## config.mk

```make
export PLATFORM = sky130hd
export DESIGN_NAME = fault_regs
export DESIGN_NICKNAME = d
export VERILOG_FILES = /design/src/fault_regs_pkg.sv /design/src/fault_regs.sv
export SDC_FILE = /design/constraint.sdc
export NUM_CORES = 1
export LEC_CHECK = 0
export BUFFER_PORTS_ARGS = -buffer_cell sky130_fd_sc_hd__buf_2
export CAP_MARGIN = 20
export CORE_ASPECT_RATIO = 2
export CORE_MARGIN = 1.5
export CORE_UTILIZATION = 35
export DETAILED_ROUTE_END_ITERATION = 7
export PLACE_DENSITY = 0.69
export RECOVER_POWER = 100
export SLEW_MARGIN = 20
export SYNTH_ARGS = -nofsm -noshare
export SYNTH_HDL_FRONTEND = slang
export SYNTH_SLANG_ARGS = --single-unit
```

## constraint.sdc

```tcl
create_clock -name mclk_i -period 4.3 [get_ports mclk_i]
set_input_delay 0.86 -clock mclk_i [delete_from_list [all_inputs] [get_ports mclk_i]]
set_output_delay 0.86 -clock mclk_i [all_outputs]
set_load 0.01 [all_outputs]
```

## src/fault_regs_pkg.sv

```systemverilog
// Constants for the power-profile and alarm register block.
// Assumes one register port driven by the serial control port decoder.
// How it works
// - Profile C: 0x00 low power, 0x04 reset
// - Profile D: 0x14 low power, 0x1b reset
// - Summary bit 0 = any unmasked flag set, reserved bit 1 excluded
// - Summary routed to status pin when selected
// - Bit 5 set on lane FIFO error
// - Bit 4 set while serializer PLL unlocked
// - 8b10b: bit 3 while enabled, not transmitting
// - 64b66b: bit 3 on start or realign
// - Bit 2 set on SYSREF clock realign
// - Bit 0 set on divider mismatch
// - Flags sticky, write one clears
// - Any reset sets flags to 0x3f
// - Mask bits 5:0 reset one, block summary
// - Lane bits sticky, cleared individually or together
package fault_regs_pkg;
  // Register port geometry
  localparam int          ADDR_W         = 15;
  localparam int          DATA_W         = 8;
  localparam int          LANES          = 8;
  // Register offsets
  localparam logic [14:0] ADDR_PROFILE_C = 15'h029b;
  localparam logic [14:0] ADDR_PROFILE_D = 15'h029c;
  localparam logic [14:0] ADDR_SUMMARY   = 15'h02c0;
  localparam logic [14:0] ADDR_FLAGS     = 15'h02c1;
  localparam logic [14:0] ADDR_MASK      = 15'h02c2;
  localparam logic [14:0] ADDR_LANE      = 15'h02c4;
  // Reset and profile values
  localparam logic [7:0]  RST_PROFILE_C  = 8'h04;
  localparam logic [7:0]  LP_PROFILE_C   = 8'h00;
  localparam logic [7:0]  RST_PROFILE_D  = 8'h1b;
  localparam logic [7:0]  LP_PROFILE_D   = 8'h14;
  localparam logic [7:0]  RST_FLAGS      = 8'h3f;
  localparam logic [7:0]  RST_MASK       = 8'h3f;
  localparam logic [7:0]  RST_LANE       = 8'hff;
  // Flag layout
  localparam logic [7:0]  FLAGS_IMPL     = 8'h3f;
  localparam logic [7:0]  FLAGS_ALARM    = 8'h3d;
  localparam int          BIT_FIFO       = 5;
  localparam int          BIT_SPLL       = 4;
  localparam int          BIT_LINK       = 3;
  localparam int          BIT_REALIGN    = 2;
  localparam int          BIT_CLK        = 0;
endpackage

```

## src/fault_regs.sv

```systemverilog
// Power-profile registers C and D, sticky alarm flags, mask, lane flags and summary.
// Assumes a decoded register port from the serial control port, all on mclk_i.
`timescale 1ns/100ps
module fault_regs (
  // Clock and reset
  input  wire logic        mclk_i,
  input  wire logic        rst_i,
  input  wire logic        soft_reset_i,
  // Register port
  input  wire logic [14:0] reg_addr_i,
  input  wire logic        reg_wr_i,
  input  wire logic        reg_rd_i,
  input  wire logic [7:0]  reg_wdata_i,
  output logic      [7:0]  reg_rdata_o,
  // Alarm sources
  input  wire logic [7:0]  lane_fifo_err_i,
  input  wire logic        spll_locked_i,
  input  wire logic        link_enable_i,
  input  wire logic        data_transmission_state_i,
  input  wire logic        mode_64b66b_i,
  input  wire logic        link_realign_i,
  input  wire logic        sysref_realign_i,
  input  wire logic        divider_mismatch_i,
  // Status pin routing
  input  wire logic        pin_sel_alarm_i,
  input  wire logic        cal_status_i,
  output logic             status_output_pin_o,
  // Profile outputs
  output logic      [7:0]  profile_field_c_o,
  output logic      [7:0]  profile_field_d_o,
  output logic             profile_low_power_o,
  output logic             fault_summary_o
);

  logic [7:0] power_profile_c_r;
  logic [7:0] power_profile_d_r;
  logic [7:0] fault_flags_r;
  logic [7:0] fault_flags_nxt;
  logic [7:0] fault_mask_r;
  logic [7:0] lane_faults_r;
  logic [7:0] lane_faults_nxt;
  logic [7:0] flag_set;
  logic [7:0] flag_clr;
  logic [7:0] lane_clr;
  logic [7:0] rdata_nxt;
  logic       link_en_q_r;
  logic       link_start;
  logic       summary;
  logic       pin_r;

  // Profile registers; reserved codes are stored as written
  always_ff @(posedge mclk_i or posedge rst_i) begin
    if (rst_i) begin
      power_profile_c_r <= fault_regs_pkg::RST_PROFILE_C;
      power_profile_d_r <= fault_regs_pkg::RST_PROFILE_D;
    end else if (soft_reset_i) begin
      power_profile_c_r <= fault_regs_pkg::RST_PROFILE_C;
      power_profile_d_r <= fault_regs_pkg::RST_PROFILE_D;
    end else if (reg_wr_i) begin
      if (reg_addr_i == fault_regs_pkg::ADDR_PROFILE_C) begin
        power_profile_c_r <= reg_wdata_i;
      end
      if (reg_addr_i == fault_regs_pkg::ADDR_PROFILE_D) begin
        power_profile_d_r <= reg_wdata_i;
      end
    end
  end

  assign profile_field_c_o = power_profile_c_r;
  assign profile_field_d_o = power_profile_d_r;
  // Both fields must agree; software owns the rate and calibration ordering
  assign profile_low_power_o = (power_profile_c_r == fault_regs_pkg::LP_PROFILE_C) &&
                               (power_profile_d_r == fault_regs_pkg::LP_PROFILE_D);

  // Link start edge for the 64b66b alarm
  always_ff @(posedge mclk_i or posedge rst_i) begin
    if (rst_i) begin
      link_en_q_r <= 1'b0;
    end else begin
      link_en_q_r <= link_enable_i;
    end
  end
  assign link_start = link_enable_i & ~link_en_q_r;

  // Alarm set conditions, one per flag except reserved bit 1
  always_comb begin
    flag_set                                 = 8'h00;
    flag_set[fault_regs_pkg::BIT_FIFO]       = |lane_fifo_err_i;
    flag_set[fault_regs_pkg::BIT_SPLL]       = ~spll_locked_i;
    if (mode_64b66b_i) begin
      flag_set[fault_regs_pkg::BIT_LINK]     = link_start | link_realign_i;
    end else begin
      flag_set[fault_regs_pkg::BIT_LINK]     = link_enable_i & ~data_transmission_state_i;
    end
    flag_set[fault_regs_pkg::BIT_REALIGN]    = sysref_realign_i;
    flag_set[fault_regs_pkg::BIT_CLK]        = divider_mismatch_i;
  end

  // Write-one-to-clear; a set in the same cycle wins over the clear
  always_comb begin
    flag_clr = 8'h00;
    lane_clr = 8'h00;
    if (reg_wr_i && reg_addr_i == fault_regs_pkg::ADDR_FLAGS) begin
      flag_clr = reg_wdata_i & fault_regs_pkg::FLAGS_IMPL;
      if (reg_wdata_i[fault_regs_pkg::BIT_FIFO]) begin
        lane_clr = 8'hff;
      end
    end
    if (reg_wr_i && reg_addr_i == fault_regs_pkg::ADDR_LANE) begin
      lane_clr = reg_wdata_i;
    end
    fault_flags_nxt = (fault_flags_r & ~flag_clr) | flag_set;
    lane_faults_nxt = (lane_faults_r & ~lane_clr) | lane_fifo_err_i;
  end

  // Sticky flag storage; reserved bit 1 only clears
  always_ff @(posedge mclk_i or posedge rst_i) begin
    if (rst_i) begin
      fault_flags_r <= fault_regs_pkg::RST_FLAGS;
      lane_faults_r <= fault_regs_pkg::RST_LANE;
    end else if (soft_reset_i) begin
      fault_flags_r <= fault_regs_pkg::RST_FLAGS;
      lane_faults_r <= fault_regs_pkg::RST_LANE;
    end else begin
      fault_flags_r <= fault_flags_nxt;
      lane_faults_r <= lane_faults_nxt;
    end
  end

  // Mask register; all bits plain read/write
  always_ff @(posedge mclk_i or posedge rst_i) begin
    if (rst_i) begin
      fault_mask_r <= fault_regs_pkg::RST_MASK;
    end else if (soft_reset_i) begin
      fault_mask_r <= fault_regs_pkg::RST_MASK;
    end else if (reg_wr_i && reg_addr_i == fault_regs_pkg::ADDR_MASK) begin
      fault_mask_r <= reg_wdata_i;
    end
  end

  // Summary recomputed each cycle so clears and masks act at once
  assign summary = |(fault_flags_r & ~fault_mask_r & fault_regs_pkg::FLAGS_ALARM);
  assign fault_summary_o = summary;

  // Status pin registered to keep it glitch free toward the board
  always_ff @(posedge mclk_i or posedge rst_i) begin
    if (rst_i) begin
      pin_r <= 1'b0;
    end else begin
      pin_r <= pin_sel_alarm_i ? summary : cal_status_i;
    end
  end
  assign status_output_pin_o = pin_r;

  // Read mux; unmapped addresses read zero
  always_comb begin
    unique case (reg_addr_i)
      fault_regs_pkg::ADDR_PROFILE_C: rdata_nxt = power_profile_c_r;
      fault_regs_pkg::ADDR_PROFILE_D: rdata_nxt = power_profile_d_r;
      fault_regs_pkg::ADDR_SUMMARY:   rdata_nxt = {7'h00, summary};
      fault_regs_pkg::ADDR_FLAGS:     rdata_nxt = fault_flags_r;
      fault_regs_pkg::ADDR_MASK:      rdata_nxt = fault_mask_r;
      fault_regs_pkg::ADDR_LANE:      rdata_nxt = lane_faults_r;
      default:                        rdata_nxt = 8'h00;
    endcase
  end

  // Read data held until the next read
  always_ff @(posedge mclk_i or posedge rst_i) begin
    if (rst_i) begin
      reg_rdata_o <= 8'h00;
    end else if (reg_rd_i) begin
      reg_rdata_o <= rdata_nxt;
    end
  end
endmodule

```

# Word level (Yosys, flattened, before mapping)
# Cells that the tools add are included.
totals:
  register_bits: 50
  input_bits: 45
  out_inout_bits: 27
  word_cells: 59
op_classes:
  n_eq_ne: 7
  muxes: 17
  bitwise_logic: 14
  n_reduce_logical: 13
op_table:
  columns: ["cell", "n"]
  rows:
  - ["$mux W8", 13]
  - ["$eq A15 B10 Y1 const B", 6]
  - ["$pmux W8 S6", 1]
  - ["$and A8 B8 Y8", 2]
  - ["$not A8 Y8", 2]
  - ["$eq A8 B5 Y1 const B", 1]
  - ["$logic_not A8 Y1", 1]
  - ["$or A8 B6 Y8", 1]
  - ["$or A8 B8 Y8", 1]
  - ["$reduce_bool A2 Y1", 4]
  - ["$reduce_or A8 Y1", 1]
  - ["$and A6 B6 Y6", 1]
  - ["$mux W6", 1]
  - ["$not A6 Y6", 1]
  - ["$reduce_or A5 Y1", 1]
  - ["$logic_and A1 B1 Y1", 4]
  - ["$reduce_and A2 Y1", 2]
  - ["$not A1 Y1", 3]
  - ["$and A1 B1 Y1", 2]
  - ["$mux W1", 2]
  - ["$or A1 B1 Y1", 1]

# Logic depth before layout (Yosys ltp)
# Gate-level depths: netlist of the first run.
depth:
  word_depth: 8
  mapped_depth: 8
  depth_no_buf: 5

# Worst setup path after synthesis of the first run
# Ideal clock, no wire load.
synth_path:
  path_type: "input-to-reg"
  startpoint: "input port reg_addr_i[0]"
  endpoint: "register power_profile_d_r[2], in the netlist profile_field_d_o[2]"
  setup_time_ps: 132
  t_arrival_ps: 2350
  path_slack_ps: 1818
  stages: 8
  n_path_buf: 3
  cell_sequence: "clkbuf_1 nor3b_2 nor2b_1 and3_1 clkbuf_1 buf_4 mux2i_1 nor2_1"
synth_via:
  elab_chain_cells: 3
synth_lines:
  columns: ["item", "line", "text"]
  rows:
  - ["from (decl)", "fault_regs.sv:10", "input wire logic [14:0] reg_addr_i,"]
  - ["$eq A15 B10 Y1", "fault_regs.sv:63", "if (reg_addr_i == fault_regs_pkg::ADDR_PROFILE_D) begin"]
  - ["$reduce_bool A2 Y1 (no source line)", null, null]
  - ["$reduce_and A2 Y1 (no source line)", null, null]
  - ["to (signal assigned)", "fault_regs.sv:55", "power_profile_d_r <= fault_regs_pkg::RST_PROFILE_D;"]
  - ["to (signal assigned)", "fault_regs.sv:58", "power_profile_d_r <= fault_regs_pkg::RST_PROFILE_D;"]
  - ["to (signal assigned)", "fault_regs.sv:64", "power_profile_d_r <= reg_wdata_i;"]
  - ["to (decl)", "fault_regs.sv:36", "logic [7:0] power_profile_d_r;"]
# Every way passes these cells.
# A chain may end at the register's enable or synchronous reset.

# Worst setup path after layout of the first run
layout_path:
  startpoint: "input port reg_addr_i[1]"
  endpoint: "register lane_faults_r[4]"
layout_via:
  elab_chain_cells: 8
  elab_cells_between_ends: 10
layout_lines:
  columns: ["item", "line", "text"]
  rows:
  - ["$eq A15 B10 Y1", "fault_regs.sv:103", "if (reg_wr_i && reg_addr_i == fault_regs_pkg::ADDR_FLAGS) begin"]
  - ["$logic_and A1 B1 Y1", "fault_regs.sv:103", null]
  - ["$mux W8", "fault_regs.sv:103", null]
  - ["$mux W8 *", "fault_regs.sv:109", "if (reg_wr_i && reg_addr_i == fault_regs_pkg::ADDR_LANE) begin"]
  - ["$not A8 Y8 *", "fault_regs.sv:113", "lane_faults_nxt = (lane_faults_r & ~lane_clr) | lane_fifo_err_i;"]
  - ["$and A8 B8 Y8 *", "fault_regs.sv:113", null]
  - ["$or A8 B8 Y8 *", "fault_regs.sv:113", null]
  - ["$mux W8 *", "fault_regs.sv:121", "end else if (soft_reset_i) begin"]
  - ["to (signal assigned)", "fault_regs.sv:120", "lane_faults_r <= fault_regs_pkg::RST_LANE;"]
  - ["to (signal assigned)", "fault_regs.sv:123", "lane_faults_r <= fault_regs_pkg::RST_LANE;"]
  - ["to (signal assigned)", "fault_regs.sv:126", "lane_faults_r <= lane_faults_nxt;"]
  - ["to (decl)", "fault_regs.sv:40", "logic [7:0] lane_faults_r;"]
# Mark *: on every way between the ends. The rest lies on a longest branch, timed or not.

==> results of run 1 <==
-- logic make-up after synthesis --
logic type	Yosys count	share of synthesized area (%)
simple gates	95	21.63
compound gates	71	20.23
flops	48	49.08
buf+inv	32	5.481
mux	7	2.840
xor+xnor	1	0.3488
fa+ha+maj	1	0.3986
-- layout by cell type (no fill, tap or decap), types with 3 or more instances in the layout --
cell type,count
buf_2,46
nand2_1,29
clkbuf_1,26
dfrtp_1,23
dfstp_2,19
a21oi_1,18
nor2_1,17
inv_1,16
o22ai_1,14
a22oi_1,12
nor2b_1,11
a211o_1,9
nor3_1,8
a311o_1,7
mux2i_1,6
dfstp_1,6
clkbuf_16,5
nor4_1,4
nor3b_1,3
a221oi_1,3
and3_1,3
nand4_1,3
-- registers in the layout, summed over array words and instances, names as in the netlist --
name,count
profile_field_c_o,8
lane_faults_r,8
link_en_q_r,1
status_output_pin_o,1
fault_mask_r,8
reg_rdata_o,8
fault_flags_r,6
profile_field_d_o,8
-- how the worst min path moves through the flow --
| stage | end | slack (ns) |
|---|---|---|
| 3_3_place_gp | lane_faults_r[5]$_DFF_PP1_ | 0.46 |
| 5_1_grt | lane_faults_r[5]$_DFF_PP1_ | 0.50 |
| 4_1_cts | lane_faults_r[5]$_DFF_PP1_ | 0.48 |
| 3_5_place_dp | lane_faults_r[5]$_DFF_PP1_ | 0.47 |
| 2_1_floorplan | lane_faults_r[5]$_DFF_PP1_ | 0.45 |
| 6_report | lane_faults_r[5]$_DFF_PP1_ | 0.48 |
-- worst reg2reg max path: cells and delay by family, from the launching register on --
kind | cells | cell delay, ns
flip-flops | 1 | 0.54
AND/OR/NAND/NOR | 2 | 0.45
multiplexers | 1 | 0.26
AO/OA/AOI/OAI | 1 | 0.14
-- per-layer routing --
metal | share of wire [%] | routed length [um]
met1 | 35 | 2575
met2 | 54 | 3893
met4 | 5.5 | 400
met5 | 0 | 0
met3 | 5.5 | 403
-- cell type report --
cell class | instances | area share [%]
tap | 90 | 3.736
sequential | 48 | 40.89
multi-input combinational | 175 | 37.19
timing repair buffer | 71 | 10.75
clock inverter | 2 | 1.162
inverter | 16 | 1.993
clock buffer | 6 | 4.276
-- power breakdown --
part	internal [mW]	leakage [nW]	switching (mW)
logic	0.0268	0.529	0.0499
clock network	0.274	0.0808	0.169
registers	0.453	0.573	0.000240
total	0.754	1.18	0.219
==> impl_metrics.csv, run 1 <==
group,metric,value,unit
cells_and_area,final_area,0.003014,mm2
cells_and_area,multi_input_area,0.001121,mm2
worst_setup_path,crit_family,"simple AND/OR/NAND/NOR gates",
die,core,0.006940,mm2
yosys,yosysMostFrequentCell,"nand2_1",
yosys,yosysWarningCount,0,
yosys,synth_nets,300,
yosys,yosys-top-cells-count,"29 x nand2_1, 25 x dfstp_2, 23 x dfrtp_1, 18 x a21oi_1, 17 x nor2_1",
global_route,met3_usage,4.308,%
worst_setup_path,crit_buf_inv,1,
worst_setup_path,crit_arrival,3.32,ns
worst_setup_path,cpMaxStageDelayCell,"nor3b_1",
sta,setup_viol,0,
cells_and_area,fin_nets,362,
worst_setup_path,worstPathCellList,"clkbuf_1, or4b_1, nor3b_1, nand4_1, a311o_1",
clocking,post_cts_buffers,0,
worst_setup_path,r2r_end,"status_output_pin_o$_DFF_PP0_",
worst_setup_path,r2r_slack,2.81,ns
die,chipWidth,62.90,um
sta,drv_slew,49,
clocking,clock-sinks,48,
clocking,htreeDepth,2,
clocking,clockBufferDepth,2,
drt,avgRoutedWirePerCell,17.82,um
global_route,grtUsageMet2,34.38,%
status,violations,"max-capacitance violations, max-slew violations",
clocking,cts_hold_buf,0,
die,row_count,43,
yosys,synth_ff_type,"dfstp_2",
cells_and_area,num_antenna_cells,0,
hold_path,holdCritPathClass,"reg2reg",
drt,wirelength,7.272,mm
worst_setup_path,cp-startpoint,"reg_addr_i[1]",
hold_path,min-delay-start,"lane_faults_r[5]$_DFF_PP1_",
yosys,synth_cell_types,47,
global_route,grt_use_total,19.66,%
global_route,grt_pass1_vias,2231,
sta,fin_ws,1.200,ns
sta,rsz0062_at_grt,"false",
drt,viasPerCell,5.647,
global_route,antenna_found_initial,0,
die,die_h,122.8,um
sta,slew_headroom,-19.29,%
sta,clock.fmax,322.6,MHz
placed_design,dpl_worst_slack,1.453,ns
pwr,p_per_area,322.6,mW/mm2
sta,clock_skew,0.007760,ns
cells_and_area,final_core_util,43.43,%
drt,drc,0,
worst_setup_path,cp-start-kind,"input pin",
die,start_util,36.18,%
clocking,clock_latency,0.30,ns
drt,num_vias,2304,
job,cap_violations,1,
cells_and_area,seq_area,0.001232,mm2
yosys,ys_async_sr_fraction,100.0,%
worst_setup_path,ff2ff_path_depth,4,
sta,timing.final.crit_period,3.100,ns
sta,worst_slew_pin_slew,1.787,ns
global_route,met1_usage,20.56,%
sta,hold_slack,0.4773,ns
global_route,grt_max_degree,49,
drt,ant_nets,0,
worst_setup_path,end_kind,"flip-flop",
pwr,peakVddDrop,0.1658,mV
yosys,netlist_area,0.002511,mm2
yosys,synth_edf_count,0,
drt,drt_pre_antenna_iters,5,
global_route,busiest_layer,"met2",
sta,period_share,72.09,%
worst_setup_path,required,4.52,ns
yosys,yosysSeqAreaShare,49.08,%
status,status,"finished, violations left",
worst_setup_path,endpoint,"lane_faults_r[4]$_DFF_PP1_",
global_route,overflow,0,
die,io_pins,72,
placed_design,gp_congestion,0.8527,
yosys,syn_avg_cell_area,9.848,um2
worst_setup_path,r2r-start,"fault_mask_r[3]$_DFFE_PP1P_",
yosys,synth_top_cell_by_area,"dfstp_2",
drt,drtIter0Drc,141,
cells_and_area,fillerInstances,711,
yosys,synthCells,255,
pwr,leakagePower,1.182,nW
clocking,path_clk_slew,0.06,ns
clocking,cts-buffers-inserted,5,
placed_design,dp_hpwl,5.486,mm
clocking,root_buffer,"clkbuf_16",
placed_design,placed_area,0.002902,mm2
yosys,yosysTopAreaCellShare,26.16,%
clocking,cts_tree,"done",
placed_design,place_inst,400,
cells_and_area,drive_above_1_share,23.90,%
die,dieArea,0.007723,mm2
cells_and_area,layoutNonFillerInstCount,408,
yosys,synth_area_leaders,"dfstp_2 26%, dfrtp_1 23%, nand2_1 4.3%, a21oi_1 3.6%, a22oi_1 3.6%",
yosys,synth_seq_cells,48,
clocking,post_cts_resized,0,
global_route,grt_pass1_wl,11.44,mm
sta,tns,0,ns
worst_setup_path,cp_slowest_stage_delay,0.77,ns
placed_design,portBuffers,71,
worst_setup_path,worst-path-stages,5,
cells_and_area,area_growth,20.03,%
sta,hold_viol_final,0,
worst_setup_path,cp_max_fo,8,
hold_path,worstHoldPathCells,2,
worst_setup_path,crit_type,"in2reg",
pwr,finalPower,0.9725,mW
Note: power is estimated with default switching activity, not from simulation.
==> inputs of run 2 (changes only) <==
ABC_AREA = 1   (was unset)
PLACE_DENSITY = 0.7   (was 0.69)
clock period = 2.5 ns   (was 4.3 ns; I/O delays follow)
==> impl_metrics.csv, run 2 <==
group,metric,value,unit
status,status,"finished clean",
yosys,synth_area_leaders,"dfstp_2 25%, dfrtp_1 22%, nand2_1 13%, nand3_1 11%, nor2_1 4.8%",
yosys,yosys-top-cells-count,"93 x nand2_1, 56 x nand3_1, 34 x nor2_1, 27 x inv_1, 25 x dfstp_2",
sta,clock.fmax,470.2,MHz
yosys,ys_async_sr_fraction,100.0,%
cells_and_area,mostFrequentLayoutCell,"nand2_1",
clocking,post_cts_buffers,0,
sta,worst_slew_pin_slew,1.367,ns
drt,wl_met1,2.812,mm
worst_setup_path,cp_max_fo,10,
job,cap_violations,0,
yosys,yosysMostFrequentCell,"nand2_1",
sta,period_share,85.07,%
die,start_util,36.45,%
drt,wl_met2,4.494,mm
clocking,post_cts_resized,0,
yosys,synth_compound_area_share,7.829,%
yosys,synth_cell_types,30,
drt,num_vias,2594,
global_route,antenna_found_initial,0,
die,die_h,126.5,um
worst_setup_path,worstPathCellList,"clkbuf_1, nor2_1, nand2_1, nor2_1, nand3_1, nand2_1, inv_1, nand2_1, o21ai_0",
global_route,grt_pass1_vias,2494,
global_route,grt_pass1_wl,12.25,mm
cells_and_area,num_antenna_cells,0,
drt,wirelength,7.944,mm
clocking,clock-sinks,48,
die,core,0.007322,mm2
worst_setup_path,cp_slowest_stage_delay,0.59,ns
yosys,synth_ff_type,"dfstp_2",
worst_setup_path,crit_arrival,2.31,ns
placed_design,dp_hpwl,6.351,mm
hold_path,min-delay-start,"link_enable_i",
yosys,netlist_area,0.002669,mm2
drt,dr.max_layer_used,"met4",
cells_and_area,drive_above_1_share,21.34,%
global_route,grt_max_degree,36,
clocking,cts_hold_buf,0,
sta,tns,0,ns
cells_and_area,fin_nets,461,
yosys,syn_avg_cell_area,7.826,um2
yosys,yosysWarningCount,0,
yosys,synth_edf_count,0,
clocking,root_buffer,"clkbuf_16",
cells_and_area,final_core_util,43.16,%
pwr,peakVddDrop,0.4626,mV
pwr,p_per_area,570.6,mW/mm2
worst_setup_path,required,2.68,ns
worst_setup_path,r2r-start,"fault_mask_r[0]$_DFFE_PP1P_",
clocking,path_clk_slew,0.07,ns
yosys,yosys.area_share.simple,40.04,%
drt,drc,0,
yosys,yosysSeqAreaShare,46.18,%
drt,dr_wl_met3,364,um
yosys,synth_nets,386,
yosys,muxShareOfSynthArea,0,%
placed_design,place_inst,501,
yosys,synthCells,341,
clocking,clockBufferDepth,2,
sta,setup_viol,0,
cells_and_area,layout_common_cells,"95 x nand2_1, 59 x nand3_1, 47 x buf_2, 42 x nor2_1, 28 x inv_1",
die,chipWidth,64.75,um
sta,clock_skew,0.003296,ns
die,dieArea,0.008190,mm2
worst_setup_path,r2r_slack,1.08,ns
sta,timing.final.crit_period,2.127,ns
placed_design,portBuffers,71,
yosys,synth_seq_cells,48,
clocking,cts-buffers-inserted,5,
drt,viasPerCell,5.096,
sta,hold_slack,0.3256,ns
die,io_pins,72,
pwr,leakagePower,1.576,nW
yosys,synth_fa_ha_area_share,0,%
worst_setup_path,cp-start-kind,"input pin",
global_route,grt_use_total,19.88,%
sta,rsz0062_at_grt,"false",
placed_design,gp_congestion,0.8906,
drt,avgRoutedWirePerCell,15.61,um
worst_setup_path,cp-startpoint,"reg_addr_i[4]",
cells_and_area,layoutNonFillerInstCount,509,
drt,drt_pre_antenna_iters,4,
drt,drtIter0Drc,117,
hold_path,holdCritPathClass,"in2reg",
worst_setup_path,end_kind,"flip-flop",
clocking,cts_tree,"done",
clocking,htreeDepth,2,
cells_and_area,area_growth,18.42,%
worst_setup_path,cpMaxStageDelayCell,"nor2_1",
worst_setup_path,crit_type,"in2reg",
sta,slew_headroom,8.769,%
global_route,overflow,0,
yosys,yosysTopAreaCellShare,24.61,%
clocking,clock_latency,0.29,ns
sta,drv_slew,0,
worst_setup_path,critPathMostFrequentCell,"nand2_1",
yosys,synth_top_cell_by_area,"dfstp_2",
drt,ant_nets,0,
yosys,synthXorXnorAreaFrac,0,%
sta,hold_viol_final,0,
die,row_count,44,
yosys,synth_top_family_by_area,"simple AND/OR/NAND/NOR gates",
==> run 2: cell types whose count changed in the layout (fill, tap and decap cells not counted), moves of 9 or more <==
cell     delta
a211o_1     -9
a21oi_1    -16
a22oi_1    -12
inv_1      +12
nand2_1    +66
nand3_1    +57
nor2_1     +25
nor2b_1    -11
o21ai_0    +16
o21ai_1    +10
o22ai_1    -14
==> run 2: routing by layer <==
layer	global-route usage, %	vias to the layer above
li1	-	1264
met1	20.24	1212
met2	37.42	95
met3	3.191	23
met4	10.26	0
met5	0	-
==> run 2: per-stage QoR <==
| step | power, mW | worst slack (ns) | cell area, um2 |
|---|---|---|---|
| floorplan | 0.9591 | 0.8696 | 2669 |
| finish | 1.803 | 0.3732 | 3161 |
| global route | 1.861 | 0.2005 | 3161 |
| CTS | 1.833 | 0.3791 | 3299 |
| detailed placement | 1.066 | 0.6457 | 3132 |
| global placement | 1.061 | 0.6789 | 3132 |
==> run 2: power breakdown <==
group | leakage, nW | internal [mW] | switching (mW)
combinational | 0.929 | 0.0656 | 0.125
sequential | 0.566 | 0.815 | 0.0288
clock | 0.0814 | 0.470 | 0.299
==> run 2: layout make-up <==
| class | count | area, um2 |
|---|---|---|
| timing repair buffer | 76 | 351.6 |
| tap | 92 | 115.1 |
| fill | 784 | 4161 |
| multi-input combinational | 255 | 1180 |
| inverter | 30 | 113.9 |
| clock buffer | 5 | 125.1 |
| sequential | 48 | 1232 |
| clock inverter | 3 | 42.54 |
==> run 2: worst paths after layout <==
check | end | depth (start not counted)
max | fault_mask_r[6]$_DFFE_PP0P_ | 9
min | link_en_q_r$_DFF_PP0_ | 1
max reg2reg | reg_rdata_o[0]$_DFFE_PP0P_ | 9
min reg2reg | reg_rdata_o[3]$_DFFE_PP0P_ | 2
max in group asynchronous | fault_flags_r[0]$_DFF_PP1_ | 3
min in group asynchronous | profile_field_d_o[7]$_DFFE_PP0P_ | 2
==> run 2: logic make-up after synthesis <==
| kind of cell | count (synthesis) |
|---|---|
| compound gates | 36 |
| buf+inv | 38 |
| flops | 48 |
| simple gates | 219 |
==> run 2: critical path, delay by kind of cell <==
kind	cells	cell delay, ns
AO/OA/AOI/OAI	1	0.07
AND/OR/NAND/NOR	6	1.46
buffers and inverters	2	0.29
